### src/design/csm_pkg.sv
// shared constants and types of the clock switch and fail-safe monitor
//////////////////////////////////////////////////////////////////////////////
// Behaviour
// - after a new request, keep running the old source until the new is ready
// - divider-only change or already running source is ready at once
// - new source ready sets ready bit and switch flag; interrupt if enabled
// - switch flag never wakes the device from sleep
// - hold clear: hand over as soon as the new source is ready
// - hold set: stay on old clock until hold clears or request cancels
// - current fields show old setting until handover; ready bit cleared then
// - sleep entered before handover cancels the handover
// - wake with hold clear and request pending: new clock, switch flag set
// - wake with hold set: old clock, request issued again
// - switch flag stays set until software clears it
// - request differing from current reads switch ready low, starts switch
// - monitor only when enabled; watches every external source mode
// - sample clock is the low-frequency oscillator divided by 64
// - latch set on external falling edge, cleared by sample rising edge
// - on failure force current source to 3'b110, keep divider settings
// - failure sets fail flag, interrupt if enabled; stay internal
// - fail condition cleared by reset, sleep entry or request write
// - switch back to external restarts start-up timer; fail flags again
// - monitoring starts after start-up timer; direct modes start at once
// - start-up timer counts 1024 external oscillator cycles
// - request writes ignored while switch configuration enable is clear
//////////////////////////////////////////////////////////////////////////////
package csm_pkg;

  // register indices
  localparam logic [3:0] CSM_OFF_REQUEST = 4'h0;
  localparam logic [3:0] CSM_OFF_CURRENT = 4'h1;
  localparam logic [3:0] CSM_OFF_CONTROL = 4'h2;
  localparam logic [3:0] CSM_OFF_STATUS = 4'h3;
  localparam logic [3:0] CSM_OFF_TUNE = 4'h4;
  localparam logic [3:0] CSM_OFF_FREQ = 4'h5;
  localparam logic [3:0] CSM_OFF_OSC_EN = 4'h6;
  localparam logic [3:0] CSM_OFF_IRQ_EN = 4'h7;
  localparam logic [3:0] CSM_OFF_IRQ_FLAG = 4'h8;
  localparam logic [3:0] CSM_OFF_IRQ_PRIO = 4'h9;

  // field positions
  localparam int CSM_SRC_LSB = 4;
  localparam int CSM_DIV_LSB = 0;
  localparam int CSM_HOLD_BIT = 7;
  localparam int CSM_SWITCH_READY_BIT = 4;
  localparam int CSM_NRDY_BIT = 3;
  localparam int CSM_OSCF_BIT = 7;
  localparam int CSM_CSW_BIT = 6;

  // source codes
  localparam logic [2:0] CSM_SRC_EXT_PLL = 3'h2;
  localparam logic [2:0] CSM_SRC_SOSC = 3'h4;
  localparam logic [2:0] CSM_SRC_HFINT = 3'h6;
  localparam logic [2:0] CSM_SRC_EXT = 3'h7;

  // reset values
  localparam logic [2:0] CSM_RST_SRC = 3'h6;
  localparam logic [3:0] CSM_RST_DIV = 4'h0;
  localparam logic [7:0] CSM_RST_BYTE = 8'h00;

  // timing counts
  localparam int CSM_OST_CYCLES = 1024;
  localparam int CSM_SAMPLE_DIV = 64;

  typedef struct packed {
    logic [3:0] addr;
    logic [7:0] wdata;
    logic wr;
    logic rd;
  } csm_bus_t;

  typedef struct packed {
    logic [2:0] src;
    logic [3:0] div;
  } csm_sel_t;

  typedef enum logic [4:0] {
    CSM_IDLE = 5'b00001,
    CSM_WAIT = 5'b00010,
    CSM_HOLD = 5'b00100,
    CSM_SWAP = 5'b01000,
    CSM_SLEEP = 5'b10000
  } csm_state_t;

endpackage

### src/design/csm_clock_switch.sv
// clock switch controller with fail-safe external clock monitor
//
// Design decisions made here: the address map and the plain strobed port.
module csm_clock_switch
  import csm_pkg::*;
#(
  parameter int OST_CYCLES = CSM_OST_CYCLES,
  parameter int SAMPLE_DIV = CSM_SAMPLE_DIV
) (
  // clock and reset
  input wire logic clk,
  input wire logic rst,
  // register port
  input wire csm_bus_t bus,
  output logic [7:0] rdata,
  // configuration straps
  input wire logic switch_cfg_enable,
  input wire logic fail_monitor_cfg_enable,
  input wire logic direct_external_clock_mode,
  // oscillator sources
  input wire logic [7:0] src_stable,
  input wire logic ext_clk_level,
  input wire logic low_freq_internal_osc,
  // power management
  input wire logic sleep_enter,
  input wire logic wake,
  // clock steering
  output csm_sel_t sys_sel,
  output logic sys_clk_gate,
  output logic in_sleep,
  // interrupts
  output logic switch_irq,
  output logic osc_fail_irq
);

  localparam int SD_W = $clog2(SAMPLE_DIV);
  localparam int OST_W = $clog2(OST_CYCLES + 1);

  csm_state_t state_reg;
  csm_sel_t req_reg;
  csm_sel_t cur_reg;
  logic hold_reg;
  logic new_ready_reg;
  logic sw_flag_reg;
  logic osc_flag_reg;
  logic sw_ie_reg;
  logic osc_ie_reg;
  logic [7:0] tune_reg;
  logic [7:0] freq_reg;
  logic [7:0] osc_en_reg;
  logic [7:0] prio_reg;
  logic fail_cond_reg;
  logic ext_prev_reg;
  logic lf_prev_reg;
  logic [SD_W-1:0] sample_cnt_reg;
  logic det_latch_reg;
  logic [OST_W-1:0] ost_cnt_reg;
  logic armed_reg;

  logic req_wr;
  logic ext_fall;
  logic lf_rise;
  logic sample_rise;
  logic sample_fall;
  logic ost_done;
  logic ost_restart;
  logic target_ready;
  logic cur_is_ext;
  logic req_is_ext;
  logic req_uses_ost;
  logic mismatch;
  logic fail_detect;
  logic cancel_fail;

  //////////////////////////////////////////////////////////////////////////////
  // decode and source classification

  assign req_wr = bus.wr && bus.addr == CSM_OFF_REQUEST
                  && switch_cfg_enable;
  assign mismatch = req_reg != cur_reg;
  assign cur_is_ext = cur_reg.src == CSM_SRC_EXT
                      || cur_reg.src == CSM_SRC_EXT_PLL
                      || cur_reg.src == CSM_SRC_SOSC;
  assign req_is_ext = req_reg.src == CSM_SRC_EXT
                      || req_reg.src == CSM_SRC_EXT_PLL;
  assign req_uses_ost = req_is_ext && !direct_external_clock_mode;
  assign ost_done = ost_cnt_reg == OST_W'(OST_CYCLES);

  // divider-only change or running source needs no start-up
  always_comb begin
    if (req_reg.src == cur_reg.src) begin
      target_ready = 1'b1;
    end else if (req_uses_ost) begin
      target_ready = ost_done && src_stable[req_reg.src];
    end else begin
      target_ready = src_stable[req_reg.src];
    end
  end

  //////////////////////////////////////////////////////////////////////////////
  // start-up timer: counts external oscillator cycles

  assign ext_fall = ext_prev_reg && !ext_clk_level;
  assign ost_restart = (req_wr
                        && bus.wdata[CSM_SRC_LSB +: 3] != cur_reg.src)
                       || wake;

  always_ff @(posedge clk or posedge rst) begin
    if (rst) begin
      ext_prev_reg <= 1'b0;
    end else begin
      ext_prev_reg <= ext_clk_level;
    end
  end

  always_ff @(posedge clk or posedge rst) begin
    if (rst) begin
      ost_cnt_reg <= '0;
    end else if (ost_restart) begin
      ost_cnt_reg <= '0;
    end else if (ext_fall && !ost_done) begin
      ost_cnt_reg <= ost_cnt_reg + OST_W'(1);
    end
  end

  // monitor armed once start-up timer expires, at once in direct modes
  always_ff @(posedge clk or posedge rst) begin
    if (rst) begin
      armed_reg <= 1'b0;
    end else if (wake || state_reg == CSM_SLEEP) begin
      armed_reg <= 1'b0;
    end else if (ost_done || direct_external_clock_mode) begin
      armed_reg <= 1'b1;
    end
  end

  //////////////////////////////////////////////////////////////////////////////
  // fail-safe sample clock and detector latch

  assign lf_rise = !lf_prev_reg && low_freq_internal_osc;
  assign sample_rise = lf_rise && sample_cnt_reg == '1;
  assign sample_fall = lf_rise
                       && sample_cnt_reg == SD_W'(SAMPLE_DIV / 2 - 1);

  always_ff @(posedge clk or posedge rst) begin
    if (rst) begin
      lf_prev_reg <= 1'b0;
      sample_cnt_reg <= '0;
    end else begin
      lf_prev_reg <= low_freq_internal_osc;
      if (lf_rise) begin
        sample_cnt_reg <= sample_cnt_reg + SD_W'(1);
      end
    end
  end

  always_ff @(posedge clk or posedge rst) begin
    if (rst) begin
      det_latch_reg <= 1'b0;
    end else if (ext_fall) begin
      det_latch_reg <= 1'b1;
    end else if (sample_rise) begin
      det_latch_reg <= 1'b0;
    end
  end

  // whole sample half-cycle passed without an external falling edge
  assign fail_detect = fail_monitor_cfg_enable && armed_reg && cur_is_ext
                       && sample_fall && !det_latch_reg && !ext_fall
                       && !fail_cond_reg
                       && state_reg != CSM_SLEEP;
  // a completed switch back to external rearms the monitor
  assign cancel_fail = req_wr || sleep_enter
                       || state_reg == CSM_SWAP;

  always_ff @(posedge clk or posedge rst) begin
    if (rst) begin
      fail_cond_reg <= 1'b0;
    end else if (fail_detect) begin
      fail_cond_reg <= 1'b1;
    end else if (cancel_fail) begin
      fail_cond_reg <= 1'b0;
    end
  end

  //////////////////////////////////////////////////////////////////////////////
  // switch sequencer

  always_ff @(posedge clk or posedge rst) begin
    if (rst) begin
      state_reg <= CSM_IDLE;
    end else begin
      case (state_reg)
        CSM_IDLE: begin
          if (sleep_enter) begin
            state_reg <= CSM_SLEEP;
          end else if (mismatch) begin
            state_reg <= CSM_WAIT;
          end
        end
        CSM_WAIT: begin
          if (sleep_enter) begin
            state_reg <= CSM_SLEEP;
          end else if (!mismatch) begin
            state_reg <= CSM_IDLE;
          end else if (target_ready) begin
            state_reg <= hold_reg ? CSM_HOLD : CSM_SWAP;
          end
        end
        CSM_HOLD: begin
          if (sleep_enter) begin
            state_reg <= CSM_SLEEP;
          end else if (!mismatch) begin
            state_reg <= CSM_IDLE;
          end else if (req_wr) begin
            state_reg <= CSM_WAIT;
          end else if (!hold_reg) begin
            state_reg <= CSM_SWAP;
          end
        end
        CSM_SWAP: begin
          state_reg <= CSM_IDLE;
        end
        CSM_SLEEP: begin
          if (wake) begin
            state_reg <= (mismatch && hold_reg) ? CSM_WAIT
                                                : CSM_IDLE;
          end
        end
        default: begin
          state_reg <= CSM_IDLE;
        end
      endcase
    end
  end

  // current selection changes only at handover or failure
  always_ff @(posedge clk or posedge rst) begin
    if (rst) begin
      cur_reg <= '{src: CSM_RST_SRC, div: CSM_RST_DIV};
    end else if (fail_detect) begin
      cur_reg.src <= CSM_SRC_HFINT;
    end else if (state_reg == CSM_SWAP) begin
      cur_reg <= req_reg;
    end else if (state_reg == CSM_SLEEP && wake && mismatch
                 && !hold_reg) begin
      cur_reg <= req_reg;
    end
  end

  // gate low through the swap cycle so the mux moves while quiet
  always_ff @(posedge clk or posedge rst) begin
    if (rst) begin
      sys_sel <= '{src: CSM_RST_SRC, div: CSM_RST_DIV};
      sys_clk_gate <= 1'b1;
      in_sleep <= 1'b0;
    end else begin
      sys_sel <= cur_reg;
      sys_clk_gate <= !((state_reg == CSM_WAIT && target_ready && !hold_reg
                         && mismatch && !sleep_enter)
                        || (state_reg == CSM_HOLD && !hold_reg && mismatch
                            && !req_wr && !sleep_enter)
                        || state_reg == CSM_SWAP);
      in_sleep <= state_reg == CSM_SLEEP ? !wake : sleep_enter;
    end
  end

  // new-source-ready bit
  always_ff @(posedge clk or posedge rst) begin
    if (rst) begin
      new_ready_reg <= 1'b0;
    end else if (state_reg == CSM_WAIT && target_ready && mismatch
                 && !sleep_enter) begin
      new_ready_reg <= 1'b1;
    end else if (state_reg == CSM_SWAP || !mismatch
                 || state_reg == CSM_SLEEP) begin
      new_ready_reg <= 1'b0;
    end
  end

  //////////////////////////////////////////////////////////////////////////////
  // software registers

  always_ff @(posedge clk or posedge rst) begin
    if (rst) begin
      req_reg <= '{src: CSM_RST_SRC, div: CSM_RST_DIV};
    end else if (fail_detect && !req_wr) begin
      req_reg.src <= CSM_SRC_HFINT;
    end else if (req_wr) begin
      req_reg.src <= bus.wdata[CSM_SRC_LSB +: 3];
      req_reg.div <= bus.wdata[CSM_DIV_LSB +: 4];
    end
  end

  always_ff @(posedge clk or posedge rst) begin
    if (rst) begin
      hold_reg <= 1'b0;
      tune_reg <= CSM_RST_BYTE;
      freq_reg <= CSM_RST_BYTE;
      osc_en_reg <= CSM_RST_BYTE;
      prio_reg <= CSM_RST_BYTE;
      sw_ie_reg <= 1'b0;
      osc_ie_reg <= 1'b0;
    end else if (bus.wr) begin
      case (bus.addr)
        CSM_OFF_CONTROL: hold_reg <= bus.wdata[CSM_HOLD_BIT];
        CSM_OFF_TUNE: tune_reg <= {2'h0, bus.wdata[5:0]};
        CSM_OFF_FREQ: freq_reg <= {4'h0, bus.wdata[3:0]};
        CSM_OFF_OSC_EN: osc_en_reg <= {bus.wdata[7:2], 2'h0};
        CSM_OFF_IRQ_PRIO: prio_reg <= {bus.wdata[7:6], 6'h0};
        CSM_OFF_IRQ_EN: begin
          osc_ie_reg <= bus.wdata[CSM_OSCF_BIT];
          sw_ie_reg <= bus.wdata[CSM_CSW_BIT];
        end
        default: begin
        end
      endcase
    end
  end

  // flags: hardware set wins over a software write in the same cycle
  always_ff @(posedge clk or posedge rst) begin
    if (rst) begin
      sw_flag_reg <= 1'b0;
      osc_flag_reg <= 1'b0;
    end else begin
      if ((state_reg == CSM_WAIT && target_ready && mismatch && !sleep_enter)
          || (state_reg == CSM_SLEEP && wake && mismatch && !hold_reg)) begin
        sw_flag_reg <= 1'b1;
      end else if (bus.wr && bus.addr == CSM_OFF_IRQ_FLAG) begin
        sw_flag_reg <= bus.wdata[CSM_CSW_BIT];
      end
      if (fail_detect) begin
        osc_flag_reg <= 1'b1;
      end else if (bus.wr && bus.addr == CSM_OFF_IRQ_FLAG) begin
        osc_flag_reg <= bus.wdata[CSM_OSCF_BIT];
      end
    end
  end

  // switch interrupt held back while asleep so it cannot wake
  always_ff @(posedge clk or posedge rst) begin
    if (rst) begin
      switch_irq <= 1'b0;
      osc_fail_irq <= 1'b0;
    end else begin
      switch_irq <= sw_flag_reg && sw_ie_reg
                    && state_reg != CSM_SLEEP;
      osc_fail_irq <= osc_flag_reg && osc_ie_reg;
    end
  end

  //////////////////////////////////////////////////////////////////////////////
  // read port

  always_ff @(posedge clk or posedge rst) begin
    if (rst) begin
      rdata <= CSM_RST_BYTE;
    end else if (bus.rd) begin
      case (bus.addr)
        CSM_OFF_REQUEST: rdata <= {1'b0, req_reg.src, req_reg.div};
        CSM_OFF_CURRENT: rdata <= {1'b0, cur_reg.src, cur_reg.div};
        CSM_OFF_CONTROL: rdata <= {hold_reg, 2'h0, !mismatch,
                                   new_ready_reg, 3'h0};
        CSM_OFF_STATUS: rdata <= {src_stable[CSM_SRC_EXT],
                                  src_stable[CSM_SRC_HFINT], 2'h0,
                                  src_stable[CSM_SRC_SOSC], 2'h0,
                                  src_stable[CSM_SRC_EXT_PLL]};
        CSM_OFF_TUNE: rdata <= tune_reg;
        CSM_OFF_FREQ: rdata <= freq_reg;
        CSM_OFF_OSC_EN: rdata <= osc_en_reg;
        CSM_OFF_IRQ_EN: rdata <= {osc_ie_reg, sw_ie_reg, 6'h0};
        CSM_OFF_IRQ_FLAG: rdata <= {osc_flag_reg, sw_flag_reg, 6'h0};
        CSM_OFF_IRQ_PRIO: rdata <= prio_reg;
        default: rdata <= CSM_RST_BYTE;
      endcase
    end else begin
      rdata <= CSM_RST_BYTE;
    end
  end

endmodule

### config.mk
export PLATFORM = sky130hd
export DESIGN_NAME = csm_clock_switch
export DESIGN_NICKNAME = d
export VERILOG_FILES = /design/src/design/csm_pkg.sv /design/src/design/csm_clock_switch.sv
export SDC_FILE = /design/constraint.sdc
export NUM_CORES = 1
export LEC_CHECK = 0
export ABC_AREA = 1
export BUFFER_PORTS_ARGS = -buffer_cell sky130_fd_sc_hd__buf_2
export CAP_MARGIN = 20
export CORE_UTILIZATION = 40
export DETAILED_ROUTE_END_ITERATION = 7
export SYNTH_ARGS = -nofsm -noshare
export SYNTH_HDL_FRONTEND = slang
export SYNTH_SLANG_ARGS = --single-unit
### constraint.sdc
create_clock -name clk -period 4.5 [get_ports clk]
set_input_delay 0.9 -clock clk [delete_from_list [all_inputs] [get_ports clk]]
set_output_delay 0.9 -clock clk [all_outputs]
set_load 0.03 [all_outputs]
# --- Word level (Yosys, flattened, before mapping) ---
# Index checks and enable logic that the tools add are counted.
word_totals:
  out_inout_bits: 19
  register_bits: 84
  wordCells: 185
  input_bits: 31
op_classes:
  add_sub_neg: 2
  n_eq_ne: 30
  muxes: 39
  n_reduce_logical: 82
  n_bitwise: 2
  order_cmp: 1
ops:
  columns: ["operator", "count"]
  rows:
  - ["case mux 8 bit (10 select lines)", 1]
  - ["2-to-1 mux 5 bit", 10]
  - ["logical AND 1 bit", 36]
  - ["2-to-1 mux 11 bit", 2]
  - ["2-to-1 mux 7 bit", 3]
  - ["case mux 5 bit (4 select lines)", 1]
  - ["nonzero test 2 bit", 9]
  - ["equality test 4 x 3 -> 1 bit, second input constant", 4]
  - ["2-to-1 mux 1 bit", 16]
  - ["AND reduction 2 bit", 8]
  - ["logical NOT 1 bit", 13]
  - ["logical OR 1 bit", 13]
  - ["adder 11 x 1 -> 11 bit, second input constant", 1]
  - ["equality test 11 bit, second input constant", 1]
  - ["inequality test 5 bit, second input constant", 2]
  - ["equality test 3 bit, second input constant", 3]
  - ["equality test 4 x 2 -> 1 bit, second input constant", 2]
  - ["equality test 4 bit, second input constant", 2]
  - ["2-to-1 mux 8 bit", 1]
  - ["inequality test 7 bit", 1]
  - ["adder 6 x 1 -> 6 bit, second input constant", 1]
  - ["equality test 3 x 2 -> 1 bit, second input constant", 2]
  - ["equality test 6 x 5 -> 1 bit, second input constant", 1]
  - ["equality test 6 bit, second input constant", 1]
  - ["20 further kinds", 22]

# --- Logic depth before layout (Yosys ltp) ---
# Gate-level depths: netlist (run 1).
depth:
  word_depth: 12
  mapped_depth: 13
  depth_no_buf: 13

# --- Worst setup path before layout (run 1) ---
# OpenSTA, ideal clock, no wires.
synth_timing:
  kind: "input to register"
  start: "input port low_freq_internal_osc"
  end: "register cur_reg[4] (netlist bit)"
  n_path_buf: 1
  path_stages: 8
  setup_time_ps: 119
  path_slack_ps: 2603
  t_arrival_ps: 1779
  required_time_ps: 4381
  path_cell_list: "inv_1 > nor2_2 > nand3_1 > nor2_1 > nand3_2 > buf_6 > nand3_1 > o21ai_2"
synth_via:
  elab_chain_cells: 8
  elab_cells_between_ends: 9
  cone_classes: "mux: 1; reduce/logical: 8"
synth_rtl:
  columns: ["item", "line", "rtl"]
  rows:
  - ["start, declared", "csm_clock_switch.sv:23", "input wire logic low_freq_internal_osc,"]
  - ["logical AND 1 bit *", "csm_clock_switch.sv:140", "assign lf_rise = !lf_prev_reg && low_freq_internal_osc;"]
  - ["logical AND 1 bit *", "csm_clock_switch.sv:143", "&& sample_cnt_reg == SD_W'(SAMPLE_DIV / 2 - 1);"]
  - ["logical AND 1 bit * (3 in series)", "csm_clock_switch.sv:169", "&& sample_fall && !det_latch_reg && !ext_fall"]
  - ["logical AND 1 bit *", "csm_clock_switch.sv:170", "&& !fail_cond_reg"]
  - ["logical AND 1 bit *", "csm_clock_switch.sv:171", "&& state_reg != CSM_SLEEP;"]
  - ["nonzero test 3 bit (no line) / 2-to-1 mux 3 bit (equally long branches)", null, null]
  - ["end signal, assigned", "csm_clock_switch.sv:240", "cur_reg <= '{src: CSM_RST_SRC, div: CSM_RST_DIV};"]
  - ["end signal, assigned", "csm_clock_switch.sv:244", "cur_reg <= req_reg;"]
  - ["end signal, assigned", "csm_clock_switch.sv:247", "cur_reg <= req_reg;"]
  - ["end, declared", "csm_clock_switch.sv:41", "csm_sel_t cur_reg;"]
# Mark *: on every way between the ends. The rest lies on a longest branch, timed or not.
# A chain may end at the register's enable or synchronous reset.

# --- Final worst setup path (run 1) ---
layout_timing:
  start: "input port bus[10] (netlist bit)"
  end: "register ost_cnt_reg[6]"
layout_via:
  elab_chain_cells: 6
  elab_cells_between_ends: 7
  cone_classes: "mux: 1; reduce/logical: 6"
layout_rtl:
  columns: ["item", "line", "rtl"]
  rows:
  - ["start, declared", "csm_clock_switch.sv:14", "input wire csm_bus_t bus,"]
  - ["logical NOT 4 bit *", "csm_clock_switch.sv:78", "assign req_wr = bus.wr && bus.addr == CSM_OFF_REQUEST"]
  - ["logical AND 1 bit *", "csm_clock_switch.sv:78", null]
  - ["logical AND 1 bit *", "csm_clock_switch.sv:79", "&& switch_cfg_enable;"]
  - ["logical AND 1 bit *", "csm_clock_switch.sv:105", "&& bus.wdata[CSM_SRC_LSB +: 3] != cur_reg.src)"]
  - ["logical OR 1 bit *", "csm_clock_switch.sv:106", "|| wake;"]
  - ["2-to-1 mux 11 bit / nonzero test 2 bit (equally long branches)", null, null]
  - ["end signal, assigned", "csm_clock_switch.sv:122", "ost_cnt_reg <= ost_cnt_reg + OST_W'(1);"]
  - ["end, declared", "csm_clock_switch.sv:57", "logic [OST_W-1:0] ost_cnt_reg;"]
# Marks and branches as above.

==> metrics.csv, run 1 <==
metric,value,unit
status,"finished, final reports clean",
RSZ-0062 raised after global routing,false,
Main synth FF type,dfrtp_1,
average size of a mapped cell,8.04,um^2
busiest grt layer,met2,
Synth Instances,533,
clock root cell,clkbuf_8,
post-synth top area share,44.4,%
design area,4880,um^2
hpwl dp,7.46,mm
Synth warnings,0,
Yosys cell types,37,
max reg flops,11,
Rel. slew slack,40.6,%
Final nets,621,
Power Density,468,nW/um^2
CP Launch Type,input pin,
clk sinks,84,
core area,10400,um^2
worst hold path type,reg -> reg,
GPL Wtd Cong,0.865,
initial DRC count,202,
TritonCTS buffer count,9,
max_cap viols,0,
CTS Hold Bufs,0,
Post-synth ARST share,100,%
drt wl/cell,13.6,um
crit path max fanout,17,
M1 GR Usage,26.4,%
H-tree depth,3,
Final Hold Slack,0.404,ns
CTS tree,built,
antenna cells,0,
Tightest Pin Transition,0.891,ns
largest net degree at the start of global routing,54,
FP Rows,37,
DRC Markers,0,
maximum clock frequency,506,MHz
dominant cells by area after synthesis,"dfrtp_1 (44%), nand2_1 (13%), inv_1 (5.8%), o21ai_0 (5.3%), dfstp_2 (4.9%)",
first-pass GRT wire length,16.4,mm
Clock Skews,0.0134,ns
die footprint,11100,um^2
"Seq/Total Area, Yosys",49.3,%
vias post-DR,3650,
CTS max path bufs,2,
met3 usage,3.77,%
Starting Density,41.3,%
Worst Path Required,4.76,ns
"CTS clk-pin slew, worst paths",0.09,ns
max-slew violation count,0,
setup bufs post-CTS,0,
total grt overflow,0,
critical path type,in -> reg,
Leak Pwr,0.00246,uW
placed cell count,712,
Area after DPL,4660,um^2
Final min period,1.98,ns
Worst VDD drop,252,uV
Critical Path AT,2.24,ns
post-route ant nets,0,
"area leader, netlist",dfrtp_1,
Die Height,106,um
GRT Total Usage,18.8,%
hold path cells,0,
number of global-route vias before repair,3483,
fin cells,728,
Final TNS setup,0,ns
"Hold Vio Cnt, Final",0,
Pre-Repair DR Iteration Count,5,
I/O Pins,50,
final worst path period share,44.0,%
area delta synth->final,13.9,%
synthesized cell area,4290,um^2
Setup Viol. Count Final,0,
# resized after CTS,0,
Worst-Skew Late Latency,0.36,ns
layout cells sized above 1,18.8,%
Post-Route WL,9.91,mm
Commonest cells post-synth,"nand2_1 (144), dfrtp_1 (76), inv_1 (66)",
DIE WIDTH,106,um
synthesized flop and latch total,84,
syn_nets,567,
vias per cell,5.01,
input/output buffers,49,
grt met2 use,29.6,%
"EDFF count, synth",0,
crit path capture type,flip-flop,
initial antenna violation count,0,
most common cell in the netlist,nand2_1,
R2R depth,9,
## area by class of cell
| class | instances | area [um^2] |
|---|---|---|
| fillers | 1052 | 5490 |
| multi-input cells | 366 | 1840 |
| clock inverters | 7 | 98.8 |
| clock buffers | 9 | 124 |
| repair buffers | 50 | 253 |
| inverters | 76 | 287 |
| well taps | 136 | 170 |
| flip-flops and latches | 84 | 2110 |
## critical path, stage by stage
cell and delay [ns]:
buf_2 0.12, inv_2 0.06, nand2_2 0.08, inv_2 0.06
nand3b_4 0.18, inv_2 0.07, a21oi_4 0.32, nand2_2 0.20
a21oi_1 0.17, nor2_1 0.06
## routing by layer
layer	vias to the layer above	share of wire [%]
met1	1745	49
met2	55	47
met5	-	0
met4	0	0.79
met3	9	2.9
li1	1841	-
## final timing paths
| path | slack, ns | start | endpoint |
|---|---|---|---|
| max in group asynchronous | 2.87 | rst | sample_cnt_reg[0] |
| hold / removal | 0.40 | cur_reg[6] | sys_sel[6] |
| min in group asynchronous | 0.68 | rst | ext_prev_reg |
| setup / recovery | 2.52 | bus[10] | ost_cnt_reg[6] |
| setup reg to reg | 2.71 | ost_cnt_reg[0] | ost_cnt_reg[6] |
| hold reg to reg | 0.40 | cur_reg[6] | sys_sel[6] |
## metrics by stage
step	total power [uW]	utilization, %	setup WS, ns
finish	2290	47.1	2.52
detailed placement	1690	44.9	2.15
floorplan	1520	-	1.45
global placement	1670	44.9	2.19
CTS	2300	47.1	2.52
global route	2430	47.1	2.41
## report_power, final
part	internal (uW)	switching [uW]
clock	316	291
combinational	209	406
sequential	931	131
total	1460	828
## cells in the final DEF, fill, tap and decap left out, types with 2 or more instances in the layout
cell and instances:
a31oi_1 4, o21ai_0 45, inv_2 10, clkinv_2 2
dfstp_2 8, o211ai_1 2, ha_1 3, nand2_2 2
inv_1 65, dfrtp_1 76, nor3_1 13, o21ai_2 2
xnor2_1 5, nor2_2 10, o21ai_1 8, nor2_1 37
inv_6 2, nand2_1 144, xor2_1 5, nand3_2 3
nand3_1 42, o22ai_1 5, nand4_1 8, bufinv_16 2
buf_2 49, a221oi_1 4, clkbuf_8 9, a21oi_1 10
nor4_1 2, nand2_4 3
## logic make-up after synthesis
kind of cell	Yosys count	share of synthesized area, %
XOR/XNOR	11	2.42
adder cells (fa/ha/maj)	3	0.876
AO/OA/AOI/OAI	84	11.2
flip-flops	84	49.3
AND/OR/NAND/NOR	268	28.4
buffers and inverters	83	7.85
Note: power is estimated with default switching activity, not from simulation.
==> run 2, diff against run 1 <==
==> constraint.sdc (replaced) <==
create_clock -name clk -period 1.8 [get_ports clk]
set_input_delay 0.36 -clock clk [delete_from_list [all_inputs] [get_ports clk]]
set_output_delay 0.36 -clock clk [all_outputs]
set_load 0.03 [all_outputs]
==> run 2 against run 1 <==
Net effect:
- the run now ends with hold timing left
- combinational power rose to 2.6 times the previous value
- count of clock-buffer cells in the layout unchanged
- total power rose by 150%
- register-to-register slack got worse by 2.6 ns
- first-iteration DRC count fell by 4.5%
- wire length up 2.2%
- die area stayed put
- design area increased by 2.6%
- via count down 0.36%
- global-route usage increased by 0.68 points
- critical path depth decreased by 4
- critical path type is now reg -> reg
==> metrics.csv, run 2 (synthesis results as in run 1) <==
metric,value,unit,change
Clock Skews,0.00453,ns,was 0.0134 ns
max-slew violation count,0,,unchanged
max_cap viols,0,,unchanged
initial antenna violation count,0,,unchanged
GPL Wtd Cong,0.860,,was 0.865
maximum clock frequency,595,MHz,
Tightest Pin Transition,0.531,ns,was 0.891 ns
failing checks,hold timing,,
die footprint,11100,um^2,unchanged
crit path max fanout,10,,was 17
critical path type,reg -> reg,,was in -> reg
clk sinks,84,,unchanged
CP cell instances,xnor2_1 > nand3_1 > a21oi_4 > nand2_2 > a21oi_1 > nor2_1,,was buf_2 > inv_2 > nand2_2 > inv_2 > nand3b_4 > inv_2 > a21oi_4 > nand2_2 > a21oi_1 > nor2_1
hpwl dp,7.58,mm,was 7.46 mm
GRT Total Usage,19.4,%,was 18.8%
Setup Viol. Count Final,0,,unchanged
RSZ-0062 raised after global routing,false,,unchanged
Worst VDD drop,573,uV,was 252 uV
H-tree depth,3,,unchanged
"Hold Vio Cnt, Final",13,,was 0
post-route ant nets,0,,unchanged
worst hold path type,in -> async,,was reg -> reg
Pre-Repair DR Iteration Count,5,,unchanged
largest net degree at the start of global routing,44,,was 54
Pwr Total,5690,uW,was 2290 uW
design area,5010,um^2,was 4880 um^2
final core occ,48.3,%,was 47.1%
Final Hold Slack,-0.00566,ns,was 0.404 ns
Worst Path Required,2.06,ns,was 4.76 ns
DIE WIDTH,106,um,unchanged
Critical Path AT,1.94,ns,was 2.24 ns
status,finished with violations,,"was finished, final reports clean"
first-pass GRT wire length,17.0,mm,was 16.4 mm
layout cells sized above 1,21.2,%,was 18.8%
final worst path period share,93.3,%,
initial DRC count,193,,was 202
drt wl/cell,13.7,um,was 13.6 um
antenna cells,0,,unchanged
Worst-Skew Late Latency,0.36,ns,about the same
"CTS clk-pin slew, worst paths",0.09,ns,about the same
total grt overflow,0,,unchanged
Area after DPL,4750,um^2,was 4660 um^2
number of global-route vias before repair,3562,,was 3483
Post-Route WL,10.1,mm,was 9.91 mm
most frequent cells in the layout,"nand2_1 (143), dfrtp_1 (76), inv_1 (64)",,"was nand2_1 (144), dfrtp_1 (76), inv_1 (65)"
critical path's top delay family,flip-flops,,was simple AND/OR/NAND/NOR gates
Final nets,633,,was 621
placed cell count,722,,was 712
Fillers,1047,,was 1052
FP Rows,37,,unchanged
max reg flops,11,,unchanged
CTS tree,built,,unchanged
"Slowest-stage cell, CP",dfstp_2,,was a21oi_4
Leak Pwr,0.00250,uW,was 0.00246 uW
crit path capture type,flip-flop,,unchanged
"slowest stage delay, CP",0.62,ns,was 0.32 ns
"most common cell after layout, fill and taps aside",nand2_1,,unchanged
Buf/Inv on CP,0,,was 4
clock root cell,clkbuf_8,,unchanged
TritonCTS buffer count,9,,unchanged
Power Density,1140,nW/um^2,was 468 nW/um^2
area delta synth->final,16.8,%,was 13.9%
CP Launch Type,flip-flop,,was input pin
Die Height,106,um,unchanged
fin cells,740,,was 728
core area,10400,um^2,unchanged
vias per cell,4.91,,was 5.01
Starting Density,41.3,%,unchanged
Final TNS setup,0,ns,unchanged
vias post-DR,3637,,was 3650
Final min period,1.68,ns,
Rel. slew slack,64.3,%,was 40.6%
DRC Markers,0,,unchanged
CTS max path bufs,2,,unchanged
I/O Pins,50,,unchanged
input/output buffers,49,,unchanged
==> run 2: changes by cell type in the layout (fill, tap and decap cells not counted), sizes merged <==
cell | previous run | this run
buf | 50 | 62
bufinv | 2 | 1
clkinvlp | 1 | 3
inv | 77 | 76
==> run 2: per-stage QoR <==
stage	hold WS (ns)	worst slack, ns
2_1_floorplan	0.380	0.297
3_3_place_gp	0.397	0.129
3_5_place_dp	0.391	0.0664
4_1_cts	0.00117	0.0721
5_1_grt	0.0240	0.00506
6_report	-0.00566	0.120
==> run 2: where the power goes <==
group          total (uW)  internal, uW  switching (uW)
Sequential           2670          2330             337
Clock                1400           649             754
Combinational        1620           584            1040
==> run 2: layout make-up <==
| cell class | count | area, um^2 | area share [%] |
|---|---|---|---|
| clock inverters | 7 | 76.3 | 1.52 |
| well taps | 136 | 170 | 3.40 |
| clock buffers | 9 | 124 | 2.47 |
| multi-input cells | 366 | 1870 | 37.3 |
| inverters | 76 | 289 | 5.77 |
| repair buffers | 62 | 368 | 7.35 |
| flip-flops and latches | 84 | 2110 | 42.2 |
==> run 2: path summary, 6_finish.rpt <==
path / depth (start not counted) / to / slack (ns) / start
max in group asynchronous: 3 / rdata[4] / 1.17 / rst
min in group clk: 1 / lf_prev_reg / 0.11 / low_freq_internal_osc
min: 2 / lf_prev_reg / -0.006 / rst
max: 6 / ost_cnt_reg[6] / 0.12 / cur_reg[5]
min reg2reg: 0 / sys_sel[6] / 0.41 / cur_reg[6]
max reg2reg: 6 / ost_cnt_reg[6] / 0.12 / cur_reg[5]
==> run 2: timing repair <==
action                     4_1_cts  5_1_grt
setup endpoints to repair        0       20
resized for setup                0        7
hold buffers                     0        0
setup buffers                    0        2
==> run 2: metal layers <==
layer  part of all wire [%]  track usage (%)
met2                     47             31.0
met1                     49             27.1
met3                    3.2             3.40
met5                      0                0
met4                   0.88             5.75
==> run 3, diff against run 2 <==
--- a/config.mk
+++ b/config.mk
@@ -10,6 +10,7 @@
 export CAP_MARGIN = 20
 export CORE_UTILIZATION = 40
 export DETAILED_ROUTE_END_ITERATION = 7
+export REMOVE_ABC_BUFFERS = 1
 export SYNTH_ARGS = -nofsm -noshare
 export SYNTH_HDL_FRONTEND = slang
 export SYNTH_SLANG_ARGS = --single-unit
==> run 3 against run 2 <==
Net effect:
- the flow now finishes without violations
- flip-flop and latch count unchanged
- clock skew up 0.011 ns
- count of clock-buffer cells in the layout up 1
- clock power down 11%
- critical path depth up 2
- sequential share of layout area up 0.12 points
- critical endpoint is now cur_reg[5]
- largest cell class unchanged
- largest power group unchanged
==> metrics.csv, run 3 (synthesis results as in run 1) <==
metric,value,unit,change
Logic pwr share,29.2,%,was 28.5%
placed cell count,724,,was 722
Final min period,1.67,ns,was 1.68 ns
post-route ant nets,0,,unchanged
area delta synth->final,16.5,%,was 16.8%
I/O Pins,50,,unchanged
Die Height,106,um,unchanged
CP Launch Type,flip-flop,,unchanged
initial antenna violation count,0,,unchanged
worst hold path type,in -> reg,,was in -> async
clock root cell,clkbuf_8,,unchanged
Fillers,1049,,was 1047
Setup Viol. Count Final,0,,unchanged
vias per cell,5.04,,was 4.91
maximum clock frequency,599,MHz,was 595 MHz
Final TNS setup,0,ns,unchanged
Pre-Repair DR Iteration Count,5,,unchanged
hpwl dp,7.87,mm,was 7.58 mm
busiest grt layer,met2,,unchanged
Final nets,634,,was 633
GPL Wtd Cong,0.863,,was 0.860
"most common cell after layout, fill and taps aside",nand2_1,,unchanged
initial DRC count,203,,was 193
critical path type,reg -> reg,,unchanged
switching share of power,38.2,%,was 37.4%
CTS max path bufs,2,,unchanged
Worst-Skew Late Latency,0.36,ns,about the same
most frequent cells in the layout,"nand2_1 (144), dfrtp_1 (76), inv_1 (65)",,"was nand2_1 (143), dfrtp_1 (76), inv_1 (64)"
grt met2 use,31.9,%,was 31.0%
CTS tree,built,,unchanged
die footprint,11100,um^2,unchanged
GRT Total Usage,19.8,%,was 19.4%
Tightest Pin Transition,0.503,ns,was 0.531 ns
Pint,3410,uW,was 3560 uW
DIE WIDTH,106,um,unchanged
Power Density,1100,nW/um^2,was 1140 nW/um^2
sequential power share,48.4,%,was 46.9%
area taken by multi-input logic gates,1870,um^2,about the same
core area,10400,um^2,unchanged
Worst Path Required,2.09,ns,was 2.06 ns
DRC Markers,0,,unchanged
drt wl/cell,14.0,um,was 13.7 um
number of global-route vias before repair,3570,,was 3562
fin cells,741,,was 740
"Hold Vio Cnt, Final",0,,was 13
setup bufs post-CTS,0,,unchanged
input/output buffers,49,,unchanged
RSZ-0062 raised after global routing,true,,was false
Seq. cell area,2110,um^2,unchanged
TritonCTS buffer count,9,,unchanged
post-route setup slack,0.130,ns,was 0.120 ns
M1 GR Usage,27.0,%,was 27.1%
Pwr Total,5510,uW,was 5690 uW
antenna cells,0,,unchanged
H-tree depth,3,,unchanged
Rel. slew slack,66.1,%,was 64.3%
Final Hold Slack,0.123,ns,was -0.00566 ns
Clock Power Share,22.5,%,was 24.6%
vias post-DR,3737,,was 3637
Starting Density,41.3,%,unchanged
met3 usage,3.40,%,unchanged
Critical Path AT,1.96,ns,was 1.94 ns
clk sinks,84,,unchanged
Clock Skews,0.0160,ns,was 0.00453 ns
final worst path period share,92.8,%,was 93.3%
Worst VDD drop,541,uV,was 573 uV
Post-Route WL,10.4,mm,was 10.1 mm
crit path max fanout,12,,was 10
largest net degree at the start of global routing,28,,was 44
status,"finished, final reports clean",,was finished with violations
max reg flops,11,,unchanged
crit path capture type,flip-flop,,unchanged
Leak Pwr,0.00250,uW,about the same
layout cells sized above 1,20.7,%,was 21.2%
max-slew violation count,0,,unchanged
"CTS clk-pin slew, worst paths",0.09,ns,about the same
total grt overflow,0,,unchanged
Switching Power,2110,uW,was 2130 uW
max_cap viols,0,,unchanged
FP Rows,37,,unchanged
first-pass GRT wire length,17.3,mm,was 17.0 mm
pre-CTS setup slack,0.0377,ns,was 0.0664 ns
## run 3: power by group through the flow
| stage | logic (uW) | registers [uW] | clock network (uW) |
|---|---|---|---|
| 6_report | 1610 | 2670 | 1240 |
| 5_1_grt | 1830 | 2720 | 1350 |
| 4_1_cts | 1590 | 2670 | 1270 |
| 3_5_place_dp | 1590 | 2700 | 0 |
| 3_3_place_gp | 1550 | 2680 | 0 |
| 2_1_floorplan | 1010 | 2760 | 0 |
## run 3: final cells by class
| class | count | share of cell area [%] |
|---|---|---|
| Clock buffer | 10 | 2.56 |
| Clock inverter | 6 | 1.00 |
| Inverter | 76 | 5.74 |
| Multi-Input combinational cell | 366 | 37.4 |
| Sequential cell | 84 | 42.3 |
| Tap cell | 136 | 3.41 |
| Timing Repair Buffer | 63 | 7.57 |
## run 3: layer usage
metal / part of all wire, % / up-vias
met4: 1.2 / 0
met1: 48 / 1769
met2: 47 / 91
li1: - / 1867
met5: 0 / -
met3: 4.1 / 10
## run 3: repair_timing
| item | CTS | global route |
|---|---|---|
| hold buffers | 1 | 0 |
| hold endpoints to repair | 7 | 0 |
| resized for setup | 0 | 6 |
| endpoints found under the setup margin | 0 | 13 |
## run 3: metrics by stage
| step | util [%] | area, um^2 |
|---|---|---|
| 3_3_place_gp | 46.0 | 4770 |
| 3_5_place_dp | 46.0 | 4770 |
| 2_1_floorplan | - | 4230 |
| 4_1_cts | 47.8 | 4960 |
| 6_report | 48.2 | 4990 |
| 5_1_grt | 48.2 | 4990 |
## run 3: path summary, 6_finish.rpt
path | from | to | slack (ns) | cells after the start
setup / recovery | cur_reg[6] | cur_reg[5] | 0.13 | 8
hold / removal | low_freq_internal_osc | lf_prev_reg | 0.12 | 1
setup reg to reg | cur_reg[6] | cur_reg[5] | 0.13 | 8
hold reg to reg | cur_reg[6] | sys_sel[6] | 0.42 | 0
max in group asynchronous | rst | state_reg[0] | 0.68 | 4
min in group asynchronous | rst | sys_sel[4] | 0.53 | 3
## run 3: critical path, cell delays in order, from the launching register on
cell     delay (ns)
dfstp_2        0.60
inv_1          0.12
nand2_1        0.09
nand4_1        0.11
nor2_2         0.18
nand3_4        0.19
nand3_2        0.18
nand2_1        0.06
o21ai_1        0.08
